[src/io_expander_consts.vh]
// constants shared by the line expander design files
// assumes byte addresses on a 32-bit register port; definitions only
`ifndef IO_EXPANDER_CONSTS_VH
`define IO_EXPANDER_CONSTS_VH

// ----------------------------------------------------------------
// register offsets (byte addresses)
// ----------------------------------------------------------------
`define OFS_DIR_LO 8'h00
`define OFS_DIR_HI 8'h04
`define OFS_OUT_LO 8'h08
`define OFS_OUT_HI 8'h0c
`define OFS_IN_LO 8'h10
`define OFS_IN_HI 8'h14
`define OFS_IRQ_STAT 8'h18
`define OFS_IRQ_MASK 8'h1c
`define OFS_IRQ_EDGE 8'h20
`define OFS_ADC_MODE 8'h24
`define OFS_ADC_BASE 8'h40

// ----------------------------------------------------------------
// reset values
// ----------------------------------------------------------------
`define RST_DIR 40'h00_0000_0000
`define RST_OUT 40'h00_0000_0000
`define RST_IRQ_MASK 2'h0
`define RST_IRQ_EDGE 4'h0
`define RST_ADC_MODE 3'h0

// ----------------------------------------------------------------
// line map
// ----------------------------------------------------------------
// rails, standby, radio, camera powerdown, serializer options
`define FIXED_OUT_MASK 40'h46_7c66_f784
// radio_awake_status is the only input-only line
`define FIXED_IN_MASK 40'h00_0000_0800
`define IRQ_LINE_A 32
`define IRQ_LINE_B 37
`define ADC_FIRST_CH 3
`define ADC_BITS 12
`define EDGE_RISE_BIT 0
`define EDGE_FALL_BIT 1

// ----------------------------------------------------------------
// two-wire target
// ----------------------------------------------------------------
`define TARGET_ADDR 7'h6e

`endif

[src/board_io_expander.v]
// line expander: forty lines (eighteen host-configurable), two edge interrupts,
// three converter result slots, two-wire target and a register port
// assumes one 25 MHz clock; pins are asynchronous to it
`timescale 1ns/1ps
`default_nettype none
`include "io_expander_consts.vh"

// Summary of operation
// - configuration and status travel over two-wire bus; two attention lines.
// - lines outside the fixed masks are host-set input or output, no pulls.
// - each interrupt input picks rising, falling or both edges.
// - enabled interrupt firing records status and asserts attention.
// - any enabled interrupt wakes the system from suspend or off.
// - converter channel index equals its sampled line index.
// - results are 12-bit unsigned, right-justified, supply referenced.
// - lines 3-5 digital/converter, 37 and 32 interrupt, 6 digital.
// - power-domain lines are outputs enabling peripheral rails.
// - one standby output places both transceivers in standby.
// - indicator set by configuring its line as output and level.
// - radio reset, sleep request, awake status and commission lines.
// - camera powerdown on line 22, bidirectional line 31.
// - serializer gets order-reverse and clock-edge-select outputs.
// - target answers at address 0x6e, 100 kbit/s.
module board_io_expander #(
  parameter NLINES = 40,
  parameter NADC = 3,
  parameter [6:0] TARGET_ADDR = `TARGET_ADDR
) (
  input wire clk,
  input wire rst,
  input wire [7:0] reg_addr,
  input wire [31:0] reg_wdata,
  input wire reg_wr,
  input wire reg_rd,
  output reg [31:0] reg_rdata,
  input wire scl_in,
  input wire sda_in,
  output wire sda_out,
  output wire sda_oe_n,
  input wire [NLINES-1:0] line_in,
  output wire [NLINES-1:0] line_out,
  output wire [NLINES-1:0] line_oe_n,
  input wire [NADC*`ADC_BITS-1:0] adc_code,
  input wire [NADC-1:0] adc_valid,
  output wire irq,
  output wire wake_req,
  output wire micro_attention_irq_n,
  output wire cpu_attention_irq_n
);

  // ----------------------------------------------------------------
  // state
  // ----------------------------------------------------------------
  reg [NLINES-1:0] dir_q;
  reg [NLINES-1:0] out_q;
  reg [1:0] stat_q;
  reg [1:0] mask_q;
  reg [3:0] edge_q;
  reg [NADC-1:0] amode_q;
  reg [NADC*`ADC_BITS-1:0] adc_q;
  reg [1:0] stat_d;
  reg [31:0] rdata_d;

  wire [NLINES-1:0] lvl;
  wire [NLINES-1:0] lrise;
  wire [NLINES-1:0] lfall;
  wire [1:0] bus_lvl;
  wire [1:0] bus_rise;
  wire [1:0] bus_fall;
  wire [7:0] t_ptr;
  wire [31:0] t_wdata;
  wire t_wr;
  wire t_rd;
  wire plain;
  wire acc_wr;
  wire acc_rd;
  wire [7:0] acc_addr;
  wire [31:0] acc_wdata;
  wire [NLINES-1:0] amask;
  wire [NLINES-1:0] drive;
  wire [1:0] ev;
  integer i;

  // ----------------------------------------------------------------
  // helpers
  // ----------------------------------------------------------------
  // low word of a line vector; hi_word below pads its upper part with zeros
  function [31:0] lo_word;
    input [NLINES-1:0] v;
    begin
      lo_word = v[31:0];
    end
  endfunction

  function [31:0] hi_word;
    input [NLINES-1:0] v;
    reg [63:0] t;
    begin
      t = 64'h0;
      t[NLINES-1:0] = v;
      hi_word = t[63:32];
    end
  endfunction

  // configured-edge match for one interrupt source
  function edge_hit;
    input [1:0] cfg;
    input r;
    input f;
    begin
      edge_hit = (cfg[`EDGE_RISE_BIT] & r) | (cfg[`EDGE_FALL_BIT] & f);
    end
  endfunction

  // ----------------------------------------------------------------
  // pin synchronisers
  // ----------------------------------------------------------------
  sync_filter #(.W(NLINES)) u_line_sync (
    .clk(clk),
    .rst(rst),
    .d(line_in),
    .q_q(lvl),
    .rise_q(lrise),
    .fall_q(lfall)
  );

  sync_filter #(.W(2)) u_bus_sync (
    .clk(clk),
    .rst(rst),
    .d({sda_in, scl_in}),
    .q_q(bus_lvl),
    .rise_q(bus_rise),
    .fall_q(bus_fall)
  );

  // ----------------------------------------------------------------
  // two-wire target
  // ----------------------------------------------------------------
  twowire_target #(.ADDR(TARGET_ADDR)) u_target (
    .clk(clk),
    .rst(rst),
    .scl(bus_lvl[0]),
    .sda(bus_lvl[1]),
    .scl_rise(bus_rise[0]),
    .scl_fall(bus_fall[0]),
    .sda_rise(bus_rise[1]),
    .sda_fall(bus_fall[1]),
    .sda_oe_n(sda_oe_n),
    .ptr_q(t_ptr),
    .wbuf_q(t_wdata),
    .wr_q(t_wr),
    .rd_q(t_rd),
    .rdata(reg_rdata)
  );

  // open drain: only ever pulls low
  assign sda_out = 1'b0;

  // the plain port wins a same-cycle clash; the bus is far slower
  assign plain = reg_wr | reg_rd;
  assign acc_wr = reg_wr | (t_wr & ~plain);
  assign acc_rd = reg_rd | (t_rd & ~plain);
  assign acc_addr = plain ? reg_addr : t_ptr;
  assign acc_wdata = plain ? reg_wdata : t_wdata;

  // ----------------------------------------------------------------
  // line drivers
  // ----------------------------------------------------------------
  // converter lines 3..5 float while in analog mode
  assign amask = {{(NLINES-NADC-`ADC_FIRST_CH){1'b0}}, amode_q,
                  {`ADC_FIRST_CH{1'b0}}};
  // rails, standby, radio, camera and serializer controls are
  // always driven; the radio status line is never driven
  assign drive = (dir_q | `FIXED_OUT_MASK) & ~`FIXED_IN_MASK
                 & ~amask;
  assign line_oe_n = ~drive;
  assign line_out = out_q;

  // ----------------------------------------------------------------
  // interrupt events and attention
  // ----------------------------------------------------------------
  assign ev[0] = edge_hit(edge_q[1:0], lrise[`IRQ_LINE_A],
                          lfall[`IRQ_LINE_A]);
  assign ev[1] = edge_hit(edge_q[3:2], lrise[`IRQ_LINE_B],
                          lfall[`IRQ_LINE_B]);

  assign irq = |(stat_q & mask_q);
  // no internal power states: a pending unmasked source always asks for wake
  assign wake_req = irq;
  assign micro_attention_irq_n = ~irq;
  assign cpu_attention_irq_n = ~irq;

  // a new event beats a write-one-to-clear in the same cycle
  always @* begin
    stat_d = stat_q;
    if (acc_wr && acc_addr == `OFS_IRQ_STAT) begin
      stat_d = stat_d & ~acc_wdata[1:0];
    end
    stat_d = stat_d | ev;
  end

  // ----------------------------------------------------------------
  // register writes
  // ----------------------------------------------------------------
  always @(posedge clk or posedge rst) begin
    if (rst) begin
      dir_q <= `RST_DIR;
      out_q <= `RST_OUT;
      stat_q <= 2'h0;
      mask_q <= `RST_IRQ_MASK;
      edge_q <= `RST_IRQ_EDGE;
      amode_q <= `RST_ADC_MODE;
    end else begin
      stat_q <= stat_d;
      if (acc_wr) begin
        case (acc_addr)
          `OFS_DIR_LO: dir_q[31:0] <= acc_wdata;
          `OFS_DIR_HI: dir_q[NLINES-1:32] <= acc_wdata[NLINES-33:0];
          `OFS_OUT_LO: out_q[31:0] <= acc_wdata;
          `OFS_OUT_HI: out_q[NLINES-1:32] <= acc_wdata[NLINES-33:0];
          `OFS_IRQ_MASK: mask_q <= acc_wdata[1:0];
          `OFS_IRQ_EDGE: edge_q <= acc_wdata[3:0];
          `OFS_ADC_MODE: amode_q <= acc_wdata[NADC-1:0];
          default: ;
        endcase
      end
    end
  end

  // ----------------------------------------------------------------
  // converter results
  // ----------------------------------------------------------------
  // results are taken only while the line is in analog mode
  always @(posedge clk or posedge rst) begin
    if (rst) begin
      adc_q <= {(NADC*`ADC_BITS){1'b0}};
    end else begin
      for (i = 0; i < NADC; i = i + 1) begin
        if (adc_valid[i] && amode_q[i]) begin
          adc_q[i*`ADC_BITS +: `ADC_BITS] <=
            adc_code[i*`ADC_BITS +: `ADC_BITS];
        end
      end
    end
  end

  // ----------------------------------------------------------------
  // register reads
  // ----------------------------------------------------------------
  always @* begin
    rdata_d = 32'h0000_0000;
    case (acc_addr)
      `OFS_DIR_LO: rdata_d = lo_word(drive);
      `OFS_DIR_HI: rdata_d = hi_word(drive);
      `OFS_OUT_LO: rdata_d = lo_word(out_q);
      `OFS_OUT_HI: rdata_d = hi_word(out_q);
      `OFS_IN_LO: rdata_d = lo_word(lvl);
      `OFS_IN_HI: rdata_d = hi_word(lvl);
      `OFS_IRQ_STAT: rdata_d = {30'h0, stat_q};
      `OFS_IRQ_MASK: rdata_d = {30'h0, mask_q};
      `OFS_IRQ_EDGE: rdata_d = {28'h0, edge_q};
      `OFS_ADC_MODE: rdata_d[NADC-1:0] = amode_q;
      default: begin
        // slot for channel n sits at base + 4 * n
        for (i = 0; i < NADC; i = i + 1) begin
          if (acc_addr == `OFS_ADC_BASE
              + {i[5:0] + 6'd `ADC_FIRST_CH, 2'b00}) begin
            rdata_d[`ADC_BITS-1:0] =
              adc_q[i*`ADC_BITS +: `ADC_BITS];
          end
        end
      end
    endcase
  end

  always @(posedge clk or posedge rst) begin
    if (rst) begin
      reg_rdata <= 32'h0000_0000;
    end else if (acc_rd) begin
      reg_rdata <= rdata_d;
    end
  end

endmodule

`default_nettype wire

[src/sync_filter.v]
// three-stage synchroniser with agreement filter and edge pulses
// assumes asynchronous inputs; outputs all come from flip-flops
`timescale 1ns/1ps
`default_nettype none

module sync_filter #(
  parameter W = 1
) (
  input wire clk,
  input wire rst,
  input wire [W-1:0] d,
  output reg [W-1:0] q_q,
  output reg [W-1:0] rise_q,
  output reg [W-1:0] fall_q
);

  reg [W-1:0] s1_q;
  reg [W-1:0] s2_q;
  reg [W-1:0] s3_q;
  wire [W-1:0] q_d;

  // a level is taken only once stages two and three agree
  assign q_d = (s2_q & s3_q) | (q_q & (s2_q | s3_q));

  always @(posedge clk or posedge rst) begin
    if (rst) begin
      s1_q <= {W{1'b0}};
      s2_q <= {W{1'b0}};
      s3_q <= {W{1'b0}};
      q_q <= {W{1'b0}};
      rise_q <= {W{1'b0}};
      fall_q <= {W{1'b0}};
    end else begin
      s1_q <= d;
      s2_q <= s1_q;
      s3_q <= s2_q;
      q_q <= q_d;
      rise_q <= q_d & ~q_q;
      fall_q <= ~q_d & q_q;
    end
  end

endmodule

`default_nettype wire

[src/twowire_target.v]
// two-wire serial target turning bus transfers into register strobes
// assumes filtered line levels and edge pulses from a synchroniser
`timescale 1ns/1ps
`default_nettype none
`include "io_expander_consts.vh"

module twowire_target #(
  parameter [6:0] ADDR = `TARGET_ADDR
) (
  input wire clk,
  input wire rst,
  input wire scl,
  input wire sda,
  input wire scl_rise,
  input wire scl_fall,
  input wire sda_rise,
  input wire sda_fall,
  output wire sda_oe_n,
  output reg [7:0] ptr_q,
  output reg [31:0] wbuf_q,
  output reg wr_q,
  output reg rd_q,
  input wire [31:0] rdata
);

  localparam [2:0] S_IDLE = 3'd0;
  localparam [2:0] S_ADDR = 3'd1;
  localparam [2:0] S_ACKA = 3'd2;
  localparam [2:0] S_WR = 3'd3;
  localparam [2:0] S_ACKW = 3'd4;
  localparam [2:0] S_RD = 3'd5;
  localparam [2:0] S_ACKR = 3'd6;

  reg [2:0] st_q;
  reg [7:0] sh_q;
  reg [3:0] bit_q;
  reg rw_q;
  reg first_q;
  reg [1:0] lane_q;
  reg [31:0] rbuf_q;
  reg load_q;
  reg drv_q;
  wire [7:0] rbyte;

  assign rbyte = rbuf_q[{lane_q, 3'b000} +: 8];
  // open drain: the enable is low only while pulling the line low
  assign sda_oe_n = ~drv_q;

  always @(posedge clk or posedge rst) begin
    if (rst) begin
      st_q <= S_IDLE;
      sh_q <= 8'h00;
      bit_q <= 4'h0;
      rw_q <= 1'b0;
      first_q <= 1'b0;
      lane_q <= 2'h0;
      rbuf_q <= 32'h0000_0000;
      load_q <= 1'b0;
      drv_q <= 1'b0;
      ptr_q <= 8'h00;
      wbuf_q <= 32'h0000_0000;
      wr_q <= 1'b0;
      rd_q <= 1'b0;
    end else begin
      wr_q <= 1'b0;
      rd_q <= 1'b0;
      load_q <= rd_q;
      // step the pointer only once the committed word has used it
      if (wr_q) begin
        ptr_q <= ptr_q + 8'h04;
      end
      if (load_q) begin
        rbuf_q <= rdata;
      end
      if (sda_fall && scl) begin
        st_q <= S_ADDR;
        bit_q <= 4'h0;
        drv_q <= 1'b0;
      end else if (sda_rise && scl) begin
        st_q <= S_IDLE;
        drv_q <= 1'b0;
      end else if (scl_rise) begin
        if (st_q == S_ADDR || st_q == S_WR) begin
          sh_q <= {sh_q[6:0], sda};
          bit_q <= bit_q + 4'h1;
        end else if (st_q == S_ACKR) begin
          if (sda) begin
            st_q <= S_IDLE;
          end else begin
            lane_q <= lane_q + 2'h1;
            if (lane_q == 2'h3) begin
              ptr_q <= ptr_q + 8'h04;
              rd_q <= 1'b1;
            end
          end
        end
      end else if (scl_fall) begin
        case (st_q)
          S_ADDR: begin
            if (bit_q == 4'h8) begin
              if (sh_q[7:1] == ADDR) begin
                drv_q <= 1'b1;
                rw_q <= sh_q[0];
                first_q <= ~sh_q[0];
                lane_q <= 2'h0;
                rd_q <= sh_q[0];
                st_q <= S_ACKA;
              end else begin
                st_q <= S_IDLE;
              end
            end
          end
          S_ACKA: begin
            bit_q <= 4'h0;
            st_q <= rw_q ? S_RD : S_WR;
            drv_q <= rw_q & ~rbyte[7];
          end
          S_WR: begin
            if (bit_q == 4'h8) begin
              drv_q <= 1'b1;
              st_q <= S_ACKW;
              if (first_q) begin
                ptr_q <= sh_q;
                first_q <= 1'b0;
              end else begin
                wbuf_q[{lane_q, 3'b000} +: 8] <= sh_q;
                lane_q <= lane_q + 2'h1;
                wr_q <= (lane_q == 2'h3);
              end
            end
          end
          S_ACKW: begin
            drv_q <= 1'b0;
            bit_q <= 4'h0;
            st_q <= S_WR;
          end
          S_RD: begin
            bit_q <= bit_q + 4'h1;
            if (bit_q == 4'h7) begin
              drv_q <= 1'b0;
              st_q <= S_ACKR;
            end else begin
              drv_q <= ~rbyte[3'd6 - bit_q[2:0]];
            end
          end
          S_ACKR: begin
            bit_q <= 4'h0;
            st_q <= S_RD;
            drv_q <= ~rbyte[7];
          end
          default: begin
            st_q <= S_IDLE;
          end
        endcase
      end
    end
  end

endmodule

`default_nettype wire

[config.mk]
export PLATFORM = sky130hd
export DESIGN_NAME = board_io_expander
export DESIGN_NICKNAME = d
export VERILOG_FILES = /design/src/board_io_expander.v /design/src/sync_filter.v /design/src/twowire_target.v
export VERILOG_INCLUDE_DIRS = /design/src
export SDC_FILE = /design/constraint.sdc
export NUM_CORES = 1
export LEC_CHECK = 0
export ABC_AREA = 1
export BUFFER_PORTS_ARGS = -buffer_cell sky130_fd_sc_hd__buf_2
export CAP_MARGIN = 20
export CORE_UTILIZATION = 35
export CTS_BUF_LIST = sky130_fd_sc_hd__clkbuf_2 sky130_fd_sc_hd__clkbuf_4 sky130_fd_sc_hd__clkbuf_8
export DETAILED_ROUTE_END_ITERATION = 8
export MAX_ROUTING_LAYER = met4
export SETUP_SLACK_MARGIN = 0.4
export SLEW_MARGIN = 20
export SYNTH_ARGS = -nofsm -noshare
export SYNTH_HDL_FRONTEND = slang
export SYNTH_SLANG_ARGS = --single-unit
[constraint.sdc]
create_clock -name clk -period 14.3 [get_ports clk]
set_clock_uncertainty 0.15 [all_clocks]
set_input_delay 0.715 -clock clk [delete_from_list [all_inputs] [get_ports clk]]
set_output_delay 0.715 -clock clk [all_outputs]
set_load 0.1 [all_outputs]
# ---- Word-level counts from Yosys, hierarchy flattened
# Cells that the tools add are included.
dict set report op_classes {
  addsub 5
  n_mul 0
  n_div 0
  order_cmp 1
  eq_ne 44
  shift 3
  mux 84
  bitwise_logic 45
  n_reduce_logical 34
}
# cell n
set ops {}
lappend ops {{40-bit bitwise AND} 3}
lappend ops {{8-bit two-way mux} 13}
lappend ops {{40-bit bitwise OR} 2}
lappend ops {{38-bit bitwise AND} 2}
lappend ops {{38-bit inverter} 2}
lappend ops {{9-bit one-hot mux with 8 select lines} 1}
lappend ops {{20-bit one-hot mux with 3 select lines} 1}
lappend ops {{40-bit inverter} 1}
lappend ops {{6-bit inverter with 40-bit output} 1}
lappend ops {{12-bit two-way mux} 3}
lappend ops {{3-bit two-way mux} 11}
lappend ops {{32-bit bitwise mux} 1}
lappend ops {{8-bit by 5-bit equality test with 1-bit output (second input constant)} 4}
lappend ops {{32-bit two-way mux} 1}
lappend ops {{8-bit by 7-bit variable shift with 32-bit output (first input constant)} 1}
lappend ops {{32-bit by 6-bit indexed part select with 8-bit output} 1}
lappend ops {{8-bit by 7-bit indexed part select with 32-bit output} 1}
lappend ops {{1-bit two-way mux} 30}
lappend ops {{3-bit one-hot mux with 10 select lines} 1}
lappend ops {{8-bit by 7-bit equality test with 1-bit output (second input constant)} 3}
lappend ops {{2-bit two-way mux} 11}
lappend ops {{7-bit AND reduction} 3}
lappend ops {{4-bit two-way mux} 5}
lappend ops {{3-bit one-hot mux with 6 select lines} 1}
lappend ops {{other kinds (49)} 113}
dict set report totals {
  register_bits 502
  latchBits 0
  ram_bits 0
  romBits 0
  inputBits 125
  out_inout_bits 118
  word_cells 253
  n_memories 0
}

# ---- Longest topological paths before layout
# Gate-level depths: netlist of run 1.
dict set report depth {
  depth_word 10
  mapped_depth 15
  depth_no_buf 14
}

# ---- By module
# From an unflattened synthesis of run 1, not the netlist that was laid out.
dict set report unflattened {
  cells_unflattened 2032
  hier_area_um2 19548.7
}
# mod instances cells_each area_each_um2 seq_area_each_um2
set by_module_without_submodules {}
lappend by_module_without_submodules {board_io_expander 1 919 7282.0 3428.3}
lappend by_module_without_submodules {{sync_filter (u_line_sync)} 1 481 7010.5 6005.8}
lappend by_module_without_submodules {twowire_target 1 607 4902.2 2377.3}
lappend by_module_without_submodules {{sync_filter (u_bus_sync)} 1 25 354.1 300.3}

# ---- Worst setup path after synthesis of run 1
# OpenSTA, ideal clock, no wires.
dict set report synth_path {
  path_kind {register to output}
  startpoint {register mask_q[0]}
  endpoint {output micro_attention_irq_n}
  arrival_time_ns 3.483
  required_ns 13.435
  path_slack_ns 9.952
  stages_incl_launch_ff 5
  path_buffers 1
  path_cell_list {dfrtp_1 > inv_1 > o22ai_1 > inv_1 > buf_4}
}
dict set report synth_between {
  elab_chain_len 3
}
# element line_no
set synth_rtl {}
lappend synth_rtl {{start: declaration} board_io_expander.v:57} ;# reg [1:0] mask_q;
lappend synth_rtl {{start signal: assignment} board_io_expander.v:210} ;# mask_q <= `RST_IRQ_MASK;
lappend synth_rtl {{start signal: assignment} board_io_expander.v:221} ;# `OFS_IRQ_MASK: mask_q <= acc_wdata[1:0];
lappend synth_rtl {{2-bit bitwise AND} board_io_expander.v:187} ;# assign irq = |(stat_q & mask_q);
lappend synth_rtl {{2-bit OR reduction} board_io_expander.v:187}
lappend synth_rtl {{net irq} board_io_expander.v:45} ;# output wire irq,
lappend synth_rtl {{1-bit inverter} --}
lappend synth_rtl {{end: declaration} board_io_expander.v:47} ;# output wire micro_attention_irq_n,
# The timed path passes the listed nets, and every way through them passes these cells.

# ---- Final worst setup path of run 1
dict set report layout_path {
  startpoint {input reg_wr}
  endpoint {register dir_q[3]}
}
dict set report layout_between {
  elab_chain_len 5
  word_cells_on_any_way 8
  cone_classes {mux (2); bitwise (4); reduce/logical (2)}
}
# element line_no
set layout_rtl {}
lappend layout_rtl {{start: declaration} board_io_expander.v:33} ;# input wire reg_wr,
lappend layout_rtl {{branches (longest 5 deep; another with 8-bit two-way mux)} --}
lappend layout_rtl {{end signal: assignment} board_io_expander.v:207} ;# dir_q <= `RST_DIR;
lappend layout_rtl {{end signal: assignment} board_io_expander.v:217} ;# `OFS_DIR_LO: dir_q[31:0] <= acc_wdata;
lappend layout_rtl {{end signal: indexed assignment} board_io_expander.v:218} ;# `OFS_DIR_HI: dir_q[NLINES-1:32] <= acc_wdata[NLINES-33:0];
lappend layout_rtl {{end: declaration} board_io_expander.v:54} ;# reg [NLINES-1:0] dir_q;
# Several ways; the timed one is not identified.
# A chain may end at the register's enable or synchronous reset.

==> metrics.txt, run 1 <==
most frequent cells in the layout dfrtp_1 (408), nand2_1 (385), buf_2 (219); Comb power frac 19.9%; first-pass GRT wire length ~74000 um; Critical Path Max Stage Delay 0.80 ns; synth warn 0; cell breakdown of the critical path buf_2 -> nor2_4 -> nand2_2 -> nand2_4 -> inv_2 -> nor2_4 -> nand2_2 -> nor2_2 -> mux2_2; delay-heaviest family, CP simple AND/OR/NAND/NOR gates; vias in the first global route 12802; cts hold-fix bufs 3; Post-Place Setup Slack 9.863 ns; Worst Tran Pin Value 1.036 ns; die area just under 50000 um^2; sequential fraction of the synthesis area between 50% and 60%; CP startpoint kind primary input; Crit Path Category in2reg; clk slew on worst S/H paths 0.06 ns; number of diodes 0; CP required 14.65 ns; RD Place Congestion 0.9535; Worst path depth 9; Synth-to-Final Area Change 18.19%; final wirelength 47400 um; clock share of power 36.1%; Die H 222.6 um; fraction of layout cells with a size suffix above 1 22.79%; Sw Ratio 33.23%; Worst slew margin 30.79%; type of the worst min-delay path in2reg; Final nets between 2000 and 2500; VDD IR max 83.74 uV; Power per Cell Area 151.4 nW/um^2; core area 47850 um^2; max_cap viols 0; sum of negative setup slack 0 ns; clk buf depth 3; Num CTS Buffers 71; asr flop ratio synth 100.0%; 1st-pass router iterations 7; Syn Std Cell Area 17030 um^2; Post-synth EDFFs 0; clk_lat worst skew roughly 0.63 ns; largest net degree at the start of global routing between 100 and 150; I/O Pins roughly 240; antenna viol nets, final 0; Net Switching 0.001013 W; CTS-repair resized insts 0; register bit count reported by yosys 408; Flop pwr share 44.0%; Worst Setup End Kind flop; P_int between 0.002 and 0.0025 W; top_reg_cell synth dfrtp_1; I/O Buffers ~220; per-cell routed wire length 18.00 um; total number of H-tree levels 3; Max Clock Freq 262.5 MHz; WP buf/inv 2; RSZ-0062 raised after global routing no; post-synthesis cell type count 44; commonest non-fill, non-tap cell in the layout dfrtp_1; hold path depth 1; initial core utilization 35.59%; CTS tree built; Final Cycle Share a little over a quarter; setup slack after layout 10.49 ns; initial antenna violation count 0; filler instances between 4000 and 5000; synthesized area per cell between 9 and 10 um^2; Tot GR Track Use 20.25%; Pleak 9.945 nW; Final Hold Vio Count 0; die width 222.6 um; crit-path max FO 41; Worst R2R Path Depth 8; routed via count 12719; Final Max Tran Viols 0; slowest CP cell nor2_4; Synth Instances 1726; grt total ovfl 0; clock root buffer clkbuf_8; # DRC 0; run status complete, no violations; Sink Count 408; final core occ a little over two fifths; Row Count 80; WP data arrival about 4.2 ns; postcts setup bufs 0; crit path time final 3.810 ns; Setup Viol. Count Final 0; 1st-iter DRT viols 830; vias per inst 4.831; Final HPWL DP about 35000 um
registers in the layout, summed over array words and instances, names as in the netlist, 8 cells and up:
| signal | count |
|---|---|
| line_out | 40 |
| u_line_sync.q_q | 40 |
| u_line_sync.s1_q | 40 |
| u_line_sync.s2_q | 40 |
| u_line_sync.s3_q | 40 |
| adc_q | 36 |
| reg_rdata | 32 |
| u_target.rbuf_q | 32 |
| u_target.wbuf_q | 32 |
| dir_q | 18 |
| u_target.ptr_q | 8 |
| u_target.sh_q | 8 |
cell type report:
class	instances	area (um^2)	share of cell area [%]
tap	615	769.5	3.823
sequential	408	10210	50.73
timing repair buffer	233	1241	6.167
inverter	183	694.4	3.450
clock buffer	112	1385	6.882
multi-input combinational	1072	5738	28.51
clock inverter	10	87.58	0.4352
metrics by stage:
step	hold slack [ns]	std cells	instance area [um^2]	power (W)
global placement	0.1820	2506	18580	0.001955
finish	0.04985	2633	20130	0.003047
CTS	0.0006348	2631	20080	0.003082
global route	0.01355	2633	20130	0.003198
detailed placement	0.1847	2506	18580	0.001965
floorplan	0.1812	1747	17110	0.001814
worst reg2reg max path: stages, from the launching register on:
cell and delay [ns]:
dfrtp_1 0.46, inv_1 0.15, nand2_1 0.07, nand2_1 0.13
nand2_2 0.10, nor2_4 0.38, nand2_2 0.49, nor2_2 0.79
mux2_2 0.41
layer usage:
metal	global-route usage, %	share of wire, %	routed length (um)	up-vias
met5	-	0	0	-
met4	8.231	3.2	1504	0
met3	4.298	5.9	2795	96
met2	31.04	47	22250	350
met1	26.08	44	20850	6189
li1	-	-	-	6084
power by group through the flow:
stage	combinational, W	sequential, W	clock (W)
3_5_place_dp	0.000605	0.00136	0
6_report	0.000606	0.00134	0.00110
5_1_grt	0.000658	0.00135	0.00119
2_1_floorplan	0.000345	0.00147	0
3_3_place_gp	0.000598	0.00136	0
4_1_cts	0.000608	0.00134	0.00113
logic make-up after synthesis:
logic type,after synthesis,synth area share (%)
simple gates,658,16.63
flops,408,59.96
compound gates,285,9.839
buf+inv,267,6.826
mux,53,3.498
fa+ha+maj,47,2.895
xor+xnor,6,0.3086
other cells,2,0.04410
synthesized netlist by cell type (6+ instances only):
cell type,n,share of area (%)
inv_1,176,3.9
buf_2,14,0.41
mux2_2,45,3.0
nand4_1,22,0.81
o21ai_0,156,4.6
a21oi_1,45,1.3
o21ai_1,6,0.18
nand2_1,385,8.5
o211ai_2,8,0.59
nor2_1,104,2.3
dfrtp_1,408,60
maj3_1,38,2.2
clkbuf_1,32,0.71
nand3_1,98,2.9
mux2_1,7,0.46
o21a_1,14,0.62
o21ai_2,9,0.46
nor2_4,9,0.60
o211ai_1,33,1.5
nor3_1,7,0.21
ha_1,9,0.66
nand2_2,12,0.44
buf_4,28,1.2
or2_2,11,0.40
final timing paths:
path                                                start                        endpoint  slack (ns)
setup reg to reg              u_target.ptr_q[2]$_DFF_PP0_            dir_q[3]$_DFFE_PP0P_       11.07
hold / removal                                line_in[17]  u_line_sync.s1_q[17]$_DFF_PP0_        0.05
max in group asynchronous                             rst     u_target.ptr_q[3]$_DFF_PP0_       11.69
setup / recovery                                   reg_wr            dir_q[3]$_DFFE_PP0P_       10.49
hold reg to reg            u_line_sync.s1_q[13]$_DFF_PP0_  u_line_sync.s2_q[13]$_DFF_PP0_        0.18
min in group asynchronous                             rst  u_line_sync.s1_q[23]$_DFF_PP0_        0.09
No activity file was read; power rests on OpenSTA's default activity.
==> run 2, diff against run 1 <==
==> constraint.sdc (replaced) <==
create_clock -name clk -period 3.8 [get_ports clk]
set_clock_uncertainty 0.15 [all_clocks]
set_input_delay 0.19 -clock clk [delete_from_list [all_inputs] [get_ports clk]]
set_output_delay 0.19 -clock clk [all_outputs]
set_load 0.1 [all_outputs]
==> metrics.txt, run 2 (synthesis gave the netlist of run 1 again) <==
Row Count 80 (unchanged); initial core utilization 35.59% (unchanged); total number of H-tree levels 3 (unchanged); Final Max Tran Viols 0 (unchanged); CP required 4.22 ns (-10.43 ns); Top Layer Used met4; RD Place Congestion 0.9306 (-2.4%); Max Clock Freq 367.3 MHz; initial antenna violation count 0 (unchanged); Post-Place Setup Slack 1.010 ns (-8.853 ns); Net Switching 0.003885 W (+280%); Synth-to-Final Area Change 27.17%; setup slack after layout 1.078 ns (-9.413 ns); routed length on met3 2688 um (-3.8%); core area 47850 um^2 (unchanged); Critical Path Max Stage Delay 0.69 ns (-0.11 ns); VDD IR max 320.4 uV (+280%); max_cap viols 0 (unchanged); vias in the first global route 13879 (+8.4%); CTS-repair resized insts 0 (unchanged); Sw Ratio 33.12% (-0.12 points); grt total ovfl 0 (unchanged); Num CTS Buffers 71 (unchanged); postcts setup bufs 0 (unchanged); clk_lat worst skew 0.66 ns (+0.03 ns); clock share of power 36.5% (+0.4 points); Final Hold Vio Count 0 (unchanged); cell breakdown of the critical path inv_1 -> ha_1 -> clkinv_1 -> nor2_1 -> nand3_1 -> o21ai_0; P_int 0.007847 W (+290%); 1st-pass router iterations 6 (-1); filler instances 4519 (-4.9%); routed via count 13521 (+6.3%); Setup Viol. Count Final 0 (unchanged); Power per Cell Area 541.8 nW/um^2 (+260%); # DRC 0 (unchanged); clock root buffer clkbuf_8; CTS tree built; met2 WL 23680 um (+6.4%); I/O Buffers 219 (unchanged); Pleak 10.60 nW (+6.6%); fraction of layout cells with a size suffix above 1 22.07% (-0.73 points); WP data arrival 3.14 ns (-1.02 ns); Worst Tran Pin Value 0.9475 ns (-0.08811 ns); crit-path max FO 18 (-56%); clk buf depth 3 (unchanged); r2r setup slk 1.08 ns (-9.99 ns); first-pass GRT wire length 77490 um (+4.4%); I/O Pins 243 (unchanged); hold_ws 0.003931 ns (-0.04592 ns); crit path time final about 2.7 ns; Worst Setup End Kind flop; die width 222.6 um (unchanged); largest net degree at the start of global routing 91 (-29%); type of the worst min-delay path in2reg; Tot GR Track Use 21.00% (+0.75 points); vias per inst 4.860 (+0.61%); die area 49540 um^2 (unchanged); Sink Count 408 (unchanged); Worst slew margin 36.70% (+5.9 points); clk slew on worst S/H paths 0.06 ns (about the same); run status complete, no violations; Comb power frac 20.5% (+0.6 points); RSZ-0062 raised after global routing no; antenna viol nets, final 0 (unchanged); Crit Path Category reg2reg; 1st-iter DRT viols 690 (-17%); final wirelength 49570 um (+4.6%); Die H 222.6 um (unchanged); Flop pwr share 43.0% (-1.0 points); CP startpoint kind flop; Final nets 2251 (+7.0%); per-cell routed wire length 17.82 um (-1.0%); most frequent cells in the layout dfrtp_1 (407), nand2_1 (385), buf_2 (219); slowest CP cell dfrtp_1; commonest non-fill, non-tap cell in the layout dfrtp_1; Final HPWL DP 35320 um (+1.9%); Met1 Routed Length 21360 um (+2.4%); Final Cycle Share 71.64%
[run 2: cell types whose count changed in the layout (fill, tap and decap cells not counted), moves of 2 or more]
cell	change
buf_12	+4
dlygate4sd3_1	+133
buf_4	+12
clkbuf_4	-3
clkbuf_8	+2
clkinv_2	-2
clkinvlp_4	+2
[run 2: timing repair]
action	CTS	global route
hold buffers	136	0
endpoints found under the setup margin	0	0
hold endpoints to repair	163	0
[run 2: per-stage QoR]
step           cell area, um^2  TNS [ns]  util, %  instances  total power, W
5_1_grt                  21650         0    45.25       2781         0.01230
3_5_place_dp             18770         0    39.23       2523        0.007395
2_1_floorplan            17120   -831.37        -       1747        0.006831
6_report                 21650         0    45.26       2782         0.01173
4_1_cts                  21650         0    45.25       2781         0.01184
3_3_place_gp             18770         0    39.23       2523        0.007358
[run 2: power groups by stage]
stage	Clock [W]	Combinational, W	Sequential, W
3_3_place_gp	0	0.00225	0.00511
2_1_floorplan	0	0.00130	0.00553
4_1_cts	0.00440	0.00240	0.00505
3_5_place_dp	0	0.00227	0.00512
6_report	0.00428	0.00240	0.00505
5_1_grt	0.00461	0.00261	0.00509
[run 2: layer usage]
metal / global-route usage [%] / vias to the layer above
li1: - / 6380
met1: 25.59 / 6601
met2: 33.29 / 413
met3: 4.642 / 127
met4: 9.566 / 0
met5: - / -
[run 2: final timing paths]
kind | from | end | cells after the start
worst max-delay path | u_target.lane_q[1]$_DFFE_PP0P_ | u_target.wbuf_q[18]$_DFFE_PP0P_ | 6
worst min-delay path | reg_wdata[3] | dir_q[35]$_DFFE_PP0P_ | 5
worst max register to register | u_target.lane_q[1]$_DFFE_PP0P_ | u_target.wbuf_q[18]$_DFFE_PP0P_ | 6
worst min register to register | u_line_sync.s1_q[10]$_DFF_PP0_ | u_line_sync.s2_q[10]$_DFF_PP0_ | 0
max in group asynchronous | rst | u_target.rbuf_q[2]$_DFFE_PP0P_ | 4
min in group asynchronous | rst | u_line_sync.s3_q[1]$_DFF_PP0_ | 3
[run 2: area by class of cell]
| class | count | area [um^2] | share of cell area (%) |
|---|---|---|---|
| clock inverters | 11 | 131.4 | 0.6067 |
| clock buffers | 111 | 1390 | 6.419 |
| diodes | 1 | 2.502 | 0.01156 |
| well taps | 615 | 769.5 | 3.553 |
| repair buffers | 381 | 2715 | 12.54 |
| flip-flops and latches | 408 | 10210 | 47.15 |
| inverters | 183 | 690.7 | 3.189 |
| multi-input cells | 1072 | 5744 | 26.53 |
[run 2: critical path: cells and delay by family, from the launching register on]
family	cells	cell delay (ns)
adder cells (fa/ha/maj)	1	0.56
flip-flops	1	0.69
AO/OA/AOI/OAI	1	0.09
buffers and inverters	2	0.56
AND/OR/NAND/NOR	2	0.57
==> run 3, diff against run 2 <==
--- a/config.mk
+++ b/config.mk
@@ -6,7 +6,7 @@
 export SDC_FILE = /design/constraint.sdc
 export NUM_CORES = 1
 export LEC_CHECK = 0
-export ABC_AREA = 1
+export ABC_AREA = 0
 export BUFFER_PORTS_ARGS = -buffer_cell sky130_fd_sc_hd__buf_2
 export CAP_MARGIN = 20
 export CORE_UTILIZATION = 35
==> constraint.sdc (replaced) <==
create_clock -name clk -period 2.84 [get_ports clk]
set_clock_uncertainty 0.15 [all_clocks]
set_input_delay 0.142 -clock clk [delete_from_list [all_inputs] [get_ports clk]]
set_output_delay 0.142 -clock clk [all_outputs]
set_load 0.1 [all_outputs]
==> metrics.txt, run 3 <==
run status complete, no violations; Non-Filler Instances 2483 (-11%); placed insts 2183 (-13%); 1st-pass router iterations 6 (unchanged); Area contributors post-synth dfrtp_1 (62%), mux2_2 (5.6%), nand2_1 (4.6%), o21ai_0 (4.0%), maj3_1 (2.4%); clk slew on worst S/H paths 0.06 ns (about the same); adder-cell share of the synthesized area 3.137% (+0.24 points); sequential fraction of the synthesis area 62.43% (+2.5 points); post-synthesis cell type count 75 (+70%); sum of negative setup slack 0 ns (unchanged); commonest non-fill, non-tap cell in the layout dfrtp_1; grt total ovfl 0 (unchanged); Synth-to-Final Area Change 33.21%; Crit Path Category reg2reg; Final Max Tran Viols 0 (unchanged); clk buf depth 3 (unchanged); top_reg_cell synth dfrtp_1; Synth Instances 1385 (-20%); I/O Pins 243 (unchanged); initial antenna violation count 0 (unchanged); Final HPWL DP 34660 um (-1.9%); most frequent cells in the layout dfrtp_1 (402), buf_2 (219), nand2_1 (194); asr flop ratio synth 100.0% (unchanged); clock root buffer clkbuf_8; Sink Count 408 (unchanged); initial core utilization 35.73% (+0.14 points); Tot GR Track Use 21.67% (+0.67 points); Post-Synth XOR/XNOR Area 0.5891% (+0.28 points); largest family of logic cells by synthesized area compound AO/OA/AOI/OAI gates; synth cell count leaders dfrtp_1 (408), nand2_1 (199), o21ai_0 (132); per-cell routed wire length 19.89 um (+12%); total number of H-tree levels 3 (unchanged); Worst R2R Path Depth 7 (+1); first-pass GRT wire length 75220 um (-2.9%); Row Count 78 (-2.5%); top cell type's share of synthesized area 62.43% (+2.5 points); register bit count reported by yosys 408 (unchanged); RD Place Congestion 0.9211 (-1.0%); Worst Setup End Kind flop; I/O Buffers 219 (unchanged); synth warn 0 (unchanged); crit path time final 2.503 ns (-0.2191 ns); Multi-input gate area 5864 um^2 (+2.1%); Final Hold Vio Count 0 (unchanged); Power per Cell Area 718.5 nW/um^2 (+33%); Pleak 9.898 nW (-6.6%); Final nets 1963 (-13%); RSZ-0062 raised after global routing yes; CP required 3.19 ns (-1.03 ns); core area 45770 um^2 (-4.3%); largest net degree at the start of global routing 95 (+4.4%); final wirelength 49390 um (-0.36%); Num CTS Buffers 71 (unchanged); WP data arrival 2.85 ns (-0.29 ns); Reg area 10220 um^2 (about the same); die area 47590 um^2 (-3.9%); die width 218.2 um (-2.0%); Syn Std Cell Area 16350 um^2 (-4.0%); max_cap viols 0 (unchanged); # DRC 0 (unchanged); Setup Viol. Count Final 0 (unchanged); Post-synth EDFFs 0 (unchanged); final core occ 47.59% (+2.3 points); VDD IR max 431.1 uV (+35%); CTS tree built; Synth Area in Simple Gates 10.35% (-6.3 points); vias per inst 4.936 (+1.6%); Die H 218.2 um (-2.0%); vias in the first global route 12522 (-9.8%); leading area contributor after synthesis dfrtp_1; count leader, synth dfrtp_1; hold path depth 2 (-3); clk_lat worst skew 0.64 ns (-0.02 ns); 1st-iter DRT viols 792 (+15%); mux share of post-synthesis cell area 9.281% (+5.8 points); routed via count 12255 (-9.4%); Final Cycle Share 88.14% (+17 points); antenna viol nets, final 0 (unchanged); Synth Area in Compound Gates 10.45% (+0.61 points); Worst Tran Pin Value 0.8182 ns (-0.1293 ns); CP startpoint kind flop; fraction of layout cells with a size suffix above 1 30.02% (+8.0 points); Worst slew margin 44.87% (+8.2 points); synthesized area per cell 11.81 um^2 (+20%); type of the worst min-delay path in2reg; Max Clock Freq 399.5 MHz (+8.8%); filler instances 4177 (-7.6%); crit-path max FO 6 (-12)
[run 3: cell count changes after synthesis, moves of 10 or more]
| cell | previous run | this run |
|---|---|---|
| a31oi_1 | 0 | 26 |
| clkbuf_1 | 32 | 42 |
| inv_1 | 176 | 34 |
| mux2_2 | 45 | 82 |
| mux2i_1 | 1 | 40 |
| nand2_1 | 385 | 199 |
| nand2_2 | 12 | 1 |
| nand3_1 | 98 | 16 |
| nand4_1 | 22 | 5 |
| nor2_1 | 104 | 77 |
| o211ai_1 | 33 | 4 |
| o21a_1 | 14 | 2 |
| o21ai_0 | 156 | 132 |
[run 3: report_power, final]
group | switching (W) | internal (W)
logic | 0.00214 | 0.000872
clock network | 0.00240 | 0.00343
registers | 0.000474 | 0.00634
total | 0.00501 | 0.0106
[run 3: worst paths after layout]
check                                                     from                              to  slack [ns]
min in group asynchronous                                  rst        reg_rdata[5]$_DFFE_PP0P_        0.54
worst max register to register     u_target.ptr_q[4]$_DFF_PP0_        reg_rdata[7]$_DFFE_PP0P_        0.34
worst min register to register  u_line_sync.s1_q[35]$_DFF_PP0_  u_line_sync.s2_q[35]$_DFF_PP0_        0.18
worst min-delay path                                line_in[1]   u_line_sync.s1_q[1]$_DFF_PP0_        0.04
worst max-delay path               u_target.ptr_q[4]$_DFF_PP0_        reg_rdata[7]$_DFFE_PP0P_        0.34
max in group asynchronous                                  rst           dir_q[20]$_DFFE_PP0P_        1.15
[run 3: kinds of logic (layout without fill, tap and decap cells)]
group / Yosys count / in the layout
XOR/XNOR: 11 / 11
AO/OA/AOI/OAI: 284 / 284
AND/OR/NAND/NOR: 374 / 376
multiplexers: 131 / 131
adder cells (fa/ha/maj): 49 / 49
buffers and inverters: 126 / 600
flip-flops: 408 / 408
other: 2 / 24
[run 3: repair_timing]
action                                 in CTS  in global routing
buffers inserted                            8                  7
resized for setup                          26                 35
gates cloned                                0                  3
hold buffers                              155                  0
setup endpoints to repair                  98                114
pin swaps                                   5                  8
endpoints found under the hold margin     556                  0
[run 3: per-layer routing]
layer  global-route usage (%)  wire length (um)  vias up
li1                         -                 -     5684
met1                    29.39             22560     6117
met2                    32.21             22610      379
met3                    4.537              2967       75
met4                    7.389              1260        0
met5                        -                 0        -
[run 3: critical path, stage by stage (launching register included)]
cell	delay [ns]
dfrtp_2	0.43
or4b_4	0.54
o21ai_4	0.08
a21oi_2	0.07
or3_4	0.45
a211o_1	0.33
a221oi_4	0.26
nor3_2	0.06
[run 3: area by class of cell]
class	count	area share, %
multi-input combinational	874	26.92
sequential	408	46.90
inverter	34	0.6031
tap	600	3.446
antenna	1	0.01149
clock inverter	11	0.5457
timing repair buffer	440	14.88
clock buffer	115	6.692
[run 3: per-stage QoR]
step                hold WS (ns)  power (W)  area [um^2]  worst slack, ns
detailed placement       0.07394   0.009657        18270         -0.08507
finish                   0.03648    0.01565        21780           0.3367
floorplan                0.02343   0.008914        16440           -2.950
global placement         0.08441   0.009621        18270         -0.01360
global route             0.03391    0.01632        21780           0.2759
CTS                     0.004166    0.01577        21550           0.3036
